`src/pio_pkg.sv`:
```
// shared constants, command decode and timing counts for the pio data-in link
package pio_pkg;

  // ----------------------------------------------------------------
  // clock and timing
  // ----------------------------------------------------------------
  localparam int CLK_MHZ = 25;
  localparam int T_STAT_WAIT_NS = 400;
  localparam int T_PIO_CYCLE_NS = 600;
  // least times round up to whole cycles
  localparam int STAT_WAIT_CYC = (T_STAT_WAIT_NS * CLK_MHZ + 999) / 1000;
  localparam int PIO_CYCLE_CYC = (T_PIO_CYCLE_NS * CLK_MHZ + 999) / 1000;
  // cycles between two data reads: index update, word fetch, data register load
  localparam int WORD_GAP_CYC = 3;

  // ----------------------------------------------------------------
  // block geometry and commands
  // ----------------------------------------------------------------
  localparam logic [7:0] WORD_LAST = 8'hff;
  localparam logic [7:0] CMD_IDENT_DEV = 8'hec;
  localparam logic [7:0] CMD_IDENT_PKT = 8'ha1;
  localparam int W93_CBL_BIT = 13;

  // ----------------------------------------------------------------
  // controller registers (byte offsets) and fields
  // ----------------------------------------------------------------
  localparam logic [4:0] REG_CTRL = 5'h00;
  localparam logic [4:0] REG_STAT = 5'h04;
  localparam logic [4:0] REG_IRQ_STAT = 5'h08;
  localparam logic [4:0] REG_IRQ_MASK = 5'h0c;
  localparam logic [4:0] REG_RX_WORD = 5'h10;
  localparam int CTRL_GO = 0;
  localparam int CTRL_NIEN = 1;
  localparam int CTRL_CMD_LSB = 8;
  localparam int CTRL_CNT_LSB = 16;
  localparam int IRQ_DONE = 0;
  localparam int IRQ_ERR = 1;
  localparam int IRQ_WORD = 2;
  localparam logic [1:0] RESP_OKAY = 2'h0;
  localparam logic [1:0] RESP_SLVERR = 2'h2;

  // identify-type commands carry one block; a count of zero means 256 blocks
  function automatic logic is_ident(input logic [7:0] code);
    return (code == CMD_IDENT_DEV) || (code == CMD_IDENT_PKT);
  endfunction

  function automatic logic [8:0] blocks_of(input logic [7:0] code, input logic [7:0] cnt);
    if (is_ident(code)) begin
      return 9'h001;
    end
    return (cnt == 8'h00) ? 9'h100 : {1'b0, cnt};
  endfunction

endpackage

```
`src/pio_link.sv`:
```
// task-file link between the controller end and the device end
interface pio_link;
  logic cmd_wr;
  logic [7:0] cmd_code;
  logic [7:0] cmd_count;
  logic nien;
  logic stat_rd;
  logic alt_rd;
  logic data_rd;
  logic bsy;
  logic drq;
  logic err;
  logic intrq;
  logic [15:0] data;

  modport dev_mp (
    input cmd_wr, cmd_code, cmd_count, nien, stat_rd, alt_rd, data_rd,
    output bsy, drq, err, intrq, data
  );
  modport host_mp (
    output cmd_wr, cmd_code, cmd_count, nien, stat_rd, alt_rd, data_rd,
    input bsy, drq, err, intrq, data
  );
endinterface

```
`src/pio_host.sv`:
```
// controller end of the pio data-in protocol with an axi4-lite register port
module pio_host
  import pio_pkg::*;
(
  input wire logic clock,
  input wire logic rst_n,
  pio_link.host_mp lnk,
  input wire logic awvalid,
  output logic awready,
  input wire logic [4:0] awaddr,
  input wire logic wvalid,
  output logic wready,
  input wire logic [31:0] wdata,
  input wire logic [3:0] wstrb,
  output logic bvalid,
  input wire logic bready,
  output logic [1:0] bresp,
  input wire logic arvalid,
  output logic arready,
  input wire logic [4:0] araddr,
  output logic rvalid,
  input wire logic rready,
  output logic [31:0] rdata,
  output logic [1:0] rresp,
  output logic irq
);

  typedef enum logic [2:0] {H_IDLE, H_INTRQ, H_WAIT, H_CHECK, H_XFER, H_GAP} hstate_e;

  hstate_e st_r;
  hstate_e st_nxt;
  logic [4:0] cnt_r;
  logic [4:0] cnt_nxt;
  logic nien_r;
  logic [7:0] cmd_r;
  logic [7:0] cnt8_r;
  logic [8:0] blks_r;
  logic [8:0] blk_r;
  logic [7:0] word_r;
  logic [15:0] rx_word_r;
  logic [2:0] ist_r;
  logic [2:0] mask_r;
  logic [2:0] ev;
  logic cmd_wr_r;
  logic stat_rd_r;
  logic alt_rd_r;
  logic data_rd_r;
  logic aw_r;
  logic b_r;
  logic ar_r;
  logic r_r;
  logic [1:0] bresp_r;
  logic [31:0] rdata_r;
  logic [1:0] rresp_r;
  logic irq_r;

  // ----------------------------------------------------------------
  // axi4-lite decode
  // ----------------------------------------------------------------
  // address and data are taken together; the ready pulse marks the take
  wire wr_go = awvalid && wvalid && !aw_r && !b_r;
  wire rd_go = arvalid && !ar_r && !r_r;
  wire wr_ctrl = aw_r && (awaddr == REG_CTRL);
  wire wr_ist = aw_r && (awaddr == REG_IRQ_STAT);
  wire wr_mask = aw_r && (awaddr == REG_IRQ_MASK);
  wire wr_ok = (awaddr == REG_CTRL) || (awaddr == REG_IRQ_STAT) || (awaddr == REG_IRQ_MASK);
  wire go = wr_ctrl && wdata[CTRL_GO] && wstrb[0] && (st_r == H_IDLE);
  wire rd_ok = (araddr == REG_CTRL) || (araddr == REG_STAT) || (araddr == REG_IRQ_STAT)
               || (araddr == REG_IRQ_MASK) || (araddr == REG_RX_WORD);
  wire [31:0] rd_mux =
    (araddr == REG_CTRL) ? {8'h00, cnt8_r, cmd_r, 6'h00, nien_r, 1'b0} :
    (araddr == REG_STAT) ? {blk_r, word_r, 11'h000, st_r, (st_r != H_IDLE)} :
    (araddr == REG_IRQ_STAT) ? {29'h0, ist_r} :
    (araddr == REG_IRQ_MASK) ? {29'h0, mask_r} :
    (araddr == REG_RX_WORD) ? {16'h0000, rx_word_r} : 32'h0;

  // ----------------------------------------------------------------
  // protocol decode
  // ----------------------------------------------------------------
  wire blk_end = (st_r == H_XFER) && (word_r == WORD_LAST);
  wire cmd_end = blk_end && (blk_r == (blks_r - 9'h001));
  wire cnt_zero = (cnt_r == 5'h00);
  wire chk_busy = lnk.bsy;
  wire chk_data = !lnk.bsy && lnk.drq;

  // ----------------------------------------------------------------
  // next state
  // ----------------------------------------------------------------
  always_comb begin
    st_nxt = st_r;
    cnt_nxt = cnt_zero ? 5'h00 : cnt_r - 5'h01;
    ev = 3'h0;
    unique case (st_r)
      H_IDLE: begin
        if (go) begin
          st_nxt = wdata[CTRL_NIEN] ? H_WAIT : H_INTRQ;
          cnt_nxt = 5'(STAT_WAIT_CYC - 1);
        end
      end
      H_INTRQ: begin
        if (lnk.intrq) begin
          st_nxt = H_CHECK;
        end
      end
      H_WAIT: begin
        if (cnt_zero) begin
          st_nxt = H_CHECK;
        end
      end
      H_CHECK: begin
        if (chk_data) begin
          st_nxt = H_XFER;
        end else if (!chk_busy) begin
          st_nxt = H_IDLE;
          ev[IRQ_ERR] = 1'b1;
        end
      end
      H_XFER: begin
        ev[IRQ_WORD] = 1'b1;
        if (cmd_end) begin
          st_nxt = H_IDLE;
          ev[IRQ_DONE] = 1'b1;
        end else if (blk_end) begin
          st_nxt = nien_r ? H_WAIT : H_INTRQ;
          cnt_nxt = 5'(PIO_CYCLE_CYC - 1);
        end else begin
          st_nxt = H_GAP;
          cnt_nxt = 5'(WORD_GAP_CYC - 2);
        end
      end
      H_GAP: begin
        if (cnt_zero) begin
          st_nxt = H_XFER;
        end
      end
      default: st_nxt = H_IDLE;
    endcase
  end

  // ----------------------------------------------------------------
  // state and link strobes
  // ----------------------------------------------------------------
  always_ff @(posedge clock or negedge rst_n) begin
    if (!rst_n) begin
      st_r <= H_IDLE;
      cnt_r <= 5'h00;
      cmd_wr_r <= 1'b0;
      stat_rd_r <= 1'b0;
      alt_rd_r <= 1'b0;
      data_rd_r <= 1'b0;
    end else begin
      st_r <= st_nxt;
      cnt_r <= cnt_nxt;
      cmd_wr_r <= go;
      stat_rd_r <= (st_nxt == H_CHECK);
      alt_rd_r <= blk_end && !cmd_end && nien_r;
      data_rd_r <= (st_nxt == H_XFER);
    end
  end

  // ----------------------------------------------------------------
  // command and word counting
  // ----------------------------------------------------------------
  always_ff @(posedge clock or negedge rst_n) begin
    if (!rst_n) begin
      nien_r <= 1'b0;
      cmd_r <= 8'h00;
      cnt8_r <= 8'h00;
      blks_r <= 9'h001;
      blk_r <= 9'h000;
      word_r <= 8'h00;
      rx_word_r <= 16'h0000;
    end else if (go) begin
      nien_r <= wdata[CTRL_NIEN];
      cmd_r <= wdata[CTRL_CMD_LSB +: 8];
      cnt8_r <= wdata[CTRL_CNT_LSB +: 8];
      blks_r <= blocks_of(wdata[CTRL_CMD_LSB +: 8], wdata[CTRL_CNT_LSB +: 8]);
      blk_r <= 9'h000;
      word_r <= 8'h00;
    end else if (st_r == H_XFER) begin
      rx_word_r <= lnk.data;
      word_r <= word_r + 8'h01;
      if (blk_end) begin
        blk_r <= blk_r + 9'h001;
      end
    end
  end

  // ----------------------------------------------------------------
  // interrupt status and mask
  // ----------------------------------------------------------------
  // an event in the cycle of its write-one-to-clear keeps the bit set
  always_ff @(posedge clock or negedge rst_n) begin
    if (!rst_n) begin
      ist_r <= 3'h0;
      mask_r <= 3'h0;
      irq_r <= 1'b0;
    end else begin
      ist_r <= (ist_r & ~(wr_ist ? wdata[2:0] : 3'h0)) | ev;
      if (wr_mask) begin
        mask_r <= wdata[2:0];
      end
      irq_r <= |(((ist_r & ~(wr_ist ? wdata[2:0] : 3'h0)) | ev) & mask_r);
    end
  end

  // ----------------------------------------------------------------
  // axi4-lite handshakes
  // ----------------------------------------------------------------
  always_ff @(posedge clock or negedge rst_n) begin
    if (!rst_n) begin
      aw_r <= 1'b0;
      b_r <= 1'b0;
      bresp_r <= RESP_OKAY;
      ar_r <= 1'b0;
      r_r <= 1'b0;
      rdata_r <= 32'h0;
      rresp_r <= RESP_OKAY;
    end else begin
      aw_r <= wr_go;
      ar_r <= rd_go;
      if (aw_r) begin
        b_r <= 1'b1;
        bresp_r <= wr_ok ? RESP_OKAY : RESP_SLVERR;
      end else if (bready) begin
        b_r <= 1'b0;
      end
      if (ar_r) begin
        r_r <= 1'b1;
        rdata_r <= rd_mux;
        rresp_r <= rd_ok ? RESP_OKAY : RESP_SLVERR;
      end else if (rready) begin
        r_r <= 1'b0;
      end
    end
  end

  assign awready = aw_r;
  assign wready = aw_r;
  assign bvalid = b_r;
  assign bresp = bresp_r;
  assign arready = ar_r;
  assign rvalid = r_r;
  assign rdata = rdata_r;
  assign rresp = rresp_r;
  assign irq = irq_r;
  assign lnk.cmd_wr = cmd_wr_r;
  assign lnk.cmd_code = cmd_r;
  assign lnk.cmd_count = cnt8_r;
  assign lnk.nien = nien_r;
  assign lnk.stat_rd = stat_rd_r;
  assign lnk.alt_rd = alt_rd_r;
  assign lnk.data_rd = data_rd_r;

endmodule

```
`src/flat_wrapper.sv`:
```
// flat-port wrapper written by rule: the top's interface ports become plain ports
module pio_host_flat import pio_pkg::*;
  (clock, rst_n, awvalid, awready, awaddr, wvalid, wready, wdata, wstrb, bvalid, bready, bresp, arvalid, arready, araddr, rvalid, rready, rdata, rresp, irq, lnk_cmd_wr, lnk_cmd_code, lnk_cmd_count, lnk_nien, lnk_stat_rd, lnk_alt_rd, lnk_data_rd, lnk_bsy, lnk_drq, lnk_err, lnk_intrq, lnk_data);
  pio_link lnk_i ();
  input wire logic clock;
  input wire logic rst_n;
  input wire logic awvalid;
  output logic awready;
  input wire logic [4:0] awaddr;
  input wire logic wvalid;
  output logic wready;
  input wire logic [31:0] wdata;
  input wire logic [3:0] wstrb;
  output logic bvalid;
  input wire logic bready;
  output logic [1:0] bresp;
  input wire logic arvalid;
  output logic arready;
  input wire logic [4:0] araddr;
  output logic rvalid;
  input wire logic rready;
  output logic [31:0] rdata;
  output logic [1:0] rresp;
  output logic irq;
  output wire logic [$bits(lnk_i.cmd_wr)-1:0] lnk_cmd_wr;
  output wire logic [$bits(lnk_i.cmd_code)-1:0] lnk_cmd_code;
  output wire logic [$bits(lnk_i.cmd_count)-1:0] lnk_cmd_count;
  output wire logic [$bits(lnk_i.nien)-1:0] lnk_nien;
  output wire logic [$bits(lnk_i.stat_rd)-1:0] lnk_stat_rd;
  output wire logic [$bits(lnk_i.alt_rd)-1:0] lnk_alt_rd;
  output wire logic [$bits(lnk_i.data_rd)-1:0] lnk_data_rd;
  input wire logic [$bits(lnk_i.bsy)-1:0] lnk_bsy;
  input wire logic [$bits(lnk_i.drq)-1:0] lnk_drq;
  input wire logic [$bits(lnk_i.err)-1:0] lnk_err;
  input wire logic [$bits(lnk_i.intrq)-1:0] lnk_intrq;
  input wire logic [$bits(lnk_i.data)-1:0] lnk_data;
  assign lnk_cmd_wr = lnk_i.cmd_wr;
  assign lnk_cmd_code = lnk_i.cmd_code;
  assign lnk_cmd_count = lnk_i.cmd_count;
  assign lnk_nien = lnk_i.nien;
  assign lnk_stat_rd = lnk_i.stat_rd;
  assign lnk_alt_rd = lnk_i.alt_rd;
  assign lnk_data_rd = lnk_i.data_rd;
  assign lnk_i.bsy = lnk_bsy;
  assign lnk_i.drq = lnk_drq;
  assign lnk_i.err = lnk_err;
  assign lnk_i.intrq = lnk_intrq;
  assign lnk_i.data = lnk_data;
  pio_host u_core (.clock(clock), .rst_n(rst_n), .lnk(lnk_i), .awvalid(awvalid), .awready(awready), .awaddr(awaddr), .wvalid(wvalid), .wready(wready), .wdata(wdata), .wstrb(wstrb), .bvalid(bvalid), .bready(bready), .bresp(bresp), .arvalid(arvalid), .arready(arready), .araddr(araddr), .rvalid(rvalid), .rready(rready), .rdata(rdata), .rresp(rresp), .irq(irq));
endmodule
```
`config.mk`:
```
export PLATFORM = sky130hd
export DESIGN_NAME = pio_host_flat
export DESIGN_NICKNAME = d
export VERILOG_FILES = /design/src/pio_pkg.sv /design/src/pio_link.sv /design/src/pio_host.sv /design/src/flat_wrapper.sv
export SDC_FILE = /design/constraint.sdc
export NUM_CORES = 1
export LEC_CHECK = 0
export BUFFER_PORTS_ARGS = -buffer_cell sky130_fd_sc_hd__buf_2
export CAP_MARGIN = 0
export CORE_AREA = 2 2 110 112
export CTS_CLUSTER_SIZE = 8
export DETAILED_ROUTE_END_ITERATION = 10
export DIE_AREA = 0 0 112 114
export HOLD_SLACK_MARGIN = 0.08
export PLACE_DENSITY = 0.73
export SETUP_SLACK_MARGIN = 0.02
export SYNTH_ARGS = -nofsm -noshare
export SYNTH_HDL_FRONTEND = slang
export SYNTH_SLANG_ARGS = --single-unit
export TNS_END_PERCENT = 1
```
`constraint.sdc`:
```
create_clock -name clock -period 2.2 [get_ports clock]
set_clock_uncertainty 0.05 [all_clocks]
set_input_delay 0.22 -clock clock [delete_from_list [all_inputs] [get_ports clock]]
set_output_delay 0.22 -clock clock [all_outputs]
set_load 0.1 [all_outputs]
```
Yosys cells after proc, flatten, opt, wreduce, memory -nomap -nowiden --
Cells that the tools add are included.
Operators by class: reduce and logical (&&, ||, !) cells 42, mux-type cells 44, bitwise operators 5, eq/ne operators 17, add/subtract/negate cells 4
Operators with widths (count):
- two-way mux 32 bit | 4
- two-way mux 9 bit | 6
- two-way mux 3 bit | 9
- equality test 8 bit (second input constant) | 3
- equality test 5 x 4 -> 1 bit (second input constant) | 4
- case mux 3 bit (6 select lines) | 1
- logical AND 1 bit | 16
- two-way mux 16 bit | 1
- two-way mux 8 bit | 2
- logical NOT 5 bit | 3
- two-way mux 5 bit | 3
- two-way mux 1 bit | 12
- case mux 5 bit (2 select lines) | 1
- adder 9 x 1 -> 9 bit (second input constant) | 1
- equality test 3 x 2 -> 1 bit (second input constant) | 3
- equality test 3 bit (second input constant) | 3
- equality test 9 bit | 1
- subtractor 9 x 1 -> 9 bit (second input constant) | 1
- adder 8 x 1 -> 8 bit (second input constant) | 1
- logical NOT 8 bit | 1
- two-way mux 2 bit | 4
- nonzero test 2 bit | 4
- logical OR 1 bit | 7
- AND 3 bit | 2
- other kinds (13) | 19
Storage, ports and cells: flip-flop bits (word level) 118

Depth between registers and ports, before layout --
depth in word-level cells 8, gate-level depth with buffers 8, depth with buffers taken out 8

Worst setup path before layout --
OpenSTA, ideal clock, no wires.
path kind register -> register, from reg u_core.aw_r, in the netlist u_core.awready, to reg u_core.irq_r, in the netlist u_core.irq, arrival time 2.234 ns, cell stages (with the launch flop) 7, path slack -0.215 ns, required time 2.020 ns, clock period less this slack 2.415 ns, path through dfrtp_1 > nor4b_2 > nor3b_1 > nand2_1 > a22o_1 > a22oi_1 > o21ai_0
Between the ends: word-level cells in the longest chain between the ends 7
RTL lines:
- start, declared | RTL line pio_host.sv:48 | logic aw_r;
- start signal, assigned | RTL line pio_host.sv:220 | aw_r <= wr_go;
- logical AND 1 bit | RTL line pio_host.sv:64 | wire wr_ist = aw_r && (awaddr == REG_IRQ_STAT);
- two-way mux 3 bit | RTL line pio_host.sv:203 | irq_r <= |(((ist_r & ~(wr_ist ? wdata[2:0] : 3'h0)) | ev) & mask_r);
- NOT 3 bit | RTL line pio_host.sv:203
- AND 3 bit | RTL line pio_host.sv:203
- bitwise OR 3 bit | RTL line pio_host.sv:203
- AND 3 bit | RTL line pio_host.sv:203
- OR reduction 3 bit | RTL line pio_host.sv:203
- end signal, assigned | RTL line pio_host.sv:203
- end, declared | RTL line pio_host.sv:55 | logic irq_r;
No other way between the ends. A chain may end at the register's enable or synchronous reset.

Worst setup path in the final report --
from reg u_core.blks_r[0], to reg u_core.st_r[0]
Between the ends: word-level cells in the longest chain between the ends 5
RTL lines:
- start, declared | RTL line pio_host.sv:37 | logic [8:0] blks_r;
- start signal, assigned | RTL line pio_host.sv:177 | blks_r <= blocks_of(wdata[CTRL_CMD_LSB +: 8], wdata[CTRL_CNT_LSB +: 8]);
- subtractor 9 x 1 -> 9 bit | RTL line pio_host.sv:81 | wire cmd_end = blk_end && (blk_r == (blks_r - 9'h001));
- equality test 9 bit | RTL line pio_host.sv:81
- logical AND 1 bit | RTL line pio_host.sv:81
- two-way mux 3 bit | RTL line pio_host.sv:120 | if (cmd_end) begin
- case mux 3 bit (6 select lines) | RTL line pio_host.sv:93 | unique case (st_r)
- net u_core.st_nxt[0] | RTL line pio_host.sv:31 | hstate_e st_nxt;
- end signal, assigned | RTL line pio_host.sv:152 | st_r <= st_nxt;
- end, declared | RTL line pio_host.sv:30 | hstate_e st_r;
The timed path passes the listed nets, and every way through them passes these cells.

==> results.toml <==
[run_status]
status = "finished with violations"
violations = "negative setup slack"

[yosys]
yosys-top-cells-area = "dfrtp_1 (53%), nand2_1 (8.8%), nor2_1 (3.1%)"
avgSynthCellArea_um2 = 9.48
yosysTopAreaCell = "dfrtp_1"
synth_edf_count = 0
yosysUniqueCellTypes = 57
synthArstFlopShare = 1.00
ys.flop_type = "dfrtp_1"
synth_top_area_share = 0.533
synth_area_mm2 = 0.00540
yosys_warnings = 0
synth_seq_area_share = 0.538
ys_seq_elements = 116
syn_inst = 569

[critical_path]
cp_slowest_cell = "dfstp_2"
crit_type = "reg -> reg"
path_buf_inv = 1
critical_path.cell_chain = "inv_2 > ha_4 > nor3b_1 > xnor2_1 > a2111oi_4 > and4b_4 > a21oi_4 > or3_1"
reg2regPathDepth = 8
cp.arrival_ns = 2.50
cpPeakStageDelay_ns = 0.53
r2r-start = "u_core.blks_r[0]"
r2r_end = "u_core.st_r[0]"
crit_path_max_fanout = 5
reg2reg_slack_ns = -0.06
start_kind = "flop"
critPathTopFamily = "simple AND/OR/NAND/NOR gates"
crit_path_end_kind = "flop"
worst_ep_required_time_ns = 2.43

[clock_tree]
clockRootBuffer = "clkbuf_16"
clk_pin_slew_ns = 0.05
h-tree-depth = 4
cts.sinks = 116
cts_buffer_depth = 2
cts_buffers = 17
cts_tree = "built"
clock_latency_ns = 0.42

[timing]
period_needed_ns = 2.26
rsz0062_at_grt = "true"
fin_ws_ns = -0.0637
finalHoldViolations = 0
fmax_ghz = 0.442
relSlewSlack = 0.450
setup_tns_ns = -0.165
finalSetupViolCount = 4
tightest_slew_ns = 0.804
slew_viol_final = 0
finalCritPeriodShare = 1.03

[flow_run]
max_cap_violations = 0

[power_and_ir_drop]
p_switching_mw = 2.17
power_frac_clock = 0.440
p_int_mw = 4.62
p_sw_frac = 0.320
p_leak_nw = 3.74
p_comb_frac = 0.211
peakVddDrop_mv = 0.932
power.density_mw_per_mm2 = 905
seqPwrFrac = 0.349
finalPower_mw = 6.79

[global_routing]
antenna_found_initial = 0
grt_first_pass_wirelength_um = 23500
grt_pass1_vias = 4931
grt_overflow = 0
grtUsageTotal = 0.232
grt_max_degree = 57

[final_layout]
antenna_cells = 0
final_nets = 832
nFillCells = 951
drive_gt1_frac = 0.288
layout_commonest_cell = "nand2_1"
synthToLayoutAreaGrowth_pct = 39.1
fin_util = 0.641
final_cell_mix = "nand2_1 (126), buf_2 (115), dfrtp_1 (113), nor2_1 (44), dlygate4sd3_1 (44)"

[routing]
wl_per_cell_um = 15.5
vias = 4738
via_per_inst = 5.18
drc_errors = 0
drtPass1Iterations = 5
drtAntennaViolNets = 0
routed_wl_um = 14200
drtIter0Drc = 286

[floorplan]
initial_core_util = 0.461
die_w_um = 112
pin_count = 136
fp.dieH_um = 114
core_area_mm2 = 0.0117
die_area_mm2 = 0.0128
row_count = 40

[worst_hold_path]
min_from = "awaddr[1]"
hold_path.class = "in -> reg"
hold_path_depth = 3
min_to = "u_core.bresp[1]"

[place]
dp_hpwl_um = 9720
post-place-ws_ns = -0.143
port-buffer-count = 116
place_congestion = 0.866
## worst max path at each step
stage	endpoint	from	slack, ns	depth (start not counted)
2_1_floorplan	u_core.st_r[0]	u_core.blks_r[0]	-0.12	8
3_3_place_gp	u_core.st_r[0]	u_core.blks_r[0]	-0.13	8
3_5_place_dp	u_core.lnk.data_rd	u_core.blks_r[0]	-0.14	8
4_1_cts	u_core.st_r[0]	u_core.blks_r[0]	-0.08	8
5_1_grt	u_core.st_r[1]	u_core.blks_r[0]	-0.12	9
6_report	u_core.st_r[0]	u_core.blks_r[0]	-0.06	8
## sequential cells by signal, summed over array words and instances, names as in the netlist, 3 cells and up
name	count
u_core.rdata	32
u_core.rx_word_r	16
u_core.blk_r	9
u_core.blks_r	9
u_core.lnk.cmd_code	8
u_core.lnk.cmd_count	8
u_core.word_r	8
u_core.cnt_r	5
u_core.ist_r	3
u_core.mask_r	3
u_core.st_r	3
## metrics by stage
stage | hold WS (ns) | area (µm²) | instances
after floorplan | -0.126 | 5400 | 570
after global placement | 0.122 | 6330 | 838
after detailed placement | 0.127 | 6330 | 838
after CTS | 0.116 | 7470 | 915
after global routing | 0.129 | 7500 | 915
final | 0.121 | 7500 | 915
## cell type report
cell class | instances | area, µm² | area share
clock buffers | 22 | 464 | 0.0619
clock inverters | 10 | 179 | 0.0238
inverters | 34 | 128 | 0.0170
multi-input cells | 390 | 2320 | 0.309
flip-flops and latches | 116 | 2910 | 0.387
well taps | 147 | 184 | 0.0245
repair buffers | 196 | 1320 | 0.176
## per-layer routing
layer	part of all wire	vias to the layer above	track usage
li1	-	2287	-
met1	0.43	2285	0.287
met2	0.50	141	0.395
met3	0.047	25	0.0590
met4	0.021	0	0.0902
met5	0	-	0
## synth_stat cells (3+ instances only)
cell type and number:
nand2_1 126, dfrtp_1 115, nor2_1 44, inv_1 34, o21ai_0 29, a21oi_1 26, clkbuf_1 18, nand3_1 18
xor2_1 15, a22oi_1 14, mux2_2 14, xnor2_1 10, a22o_1 8, buf_2 7, nand4_1 7, nor3b_1 6
nor2b_1 5, nor3_1 5, a21o_1 4, a31oi_1 4, ha_1 4, nand2b_1 4, nor4_1 4, o22ai_1 4
or3_1 4, buf_4 3
## cells by family (layout without fill, tap and decap cells)
| family | after synthesis | after routing | share of synthesized area |
|---|---|---|---|
| muxes | 15 | 15 | 0.0311 |
| and+or+nand+nor | 244 | 244 | 0.212 |
| other | 1 | 2 | 0.000695 |
| adders and majority gates | 4 | 4 | 0.00928 |
| AOI/OAI and AO/OA | 99 | 99 | 0.115 |
| buffers and inverters | 64 | 262 | 0.0482 |
| xor gates and xnor gates | 26 | 26 | 0.0448 |
| DFF | 116 | 116 | 0.538 |
## worst register-to-register path: stages (launching register included)
cell and delay (ns):
dfstp_2 0.53, inv_2 0.05, ha_4 0.16, nor3b_1 0.14, xnor2_1 0.16, a2111oi_4 0.32, and4b_4 0.34, a21oi_4 0.08
or3_1 0.30
## power groups by stage
stage | registers (mW) | clock network [mW] | logic [mW]
floorplan | 3.20 | 0 | 0.257
finish | 2.37 | 2.99 | 1.43
global route | 2.39 | 3.14 | 1.50
CTS | 2.37 | 3.03 | 1.43
global placement | 2.40 | 0 | 1.36
detailed placement | 2.41 | 0 | 1.37
## timing repair
item                                   4_1_cts  5_1_grt
pin swaps                                    6        4
endpoints found under the hold margin       90        0
gates resized for setup                     10        8
setup endpoints to repair                    8       24
hold buffers                                44        0
buffers inserted                             1        0
Power figures use the tool's default switching activity.
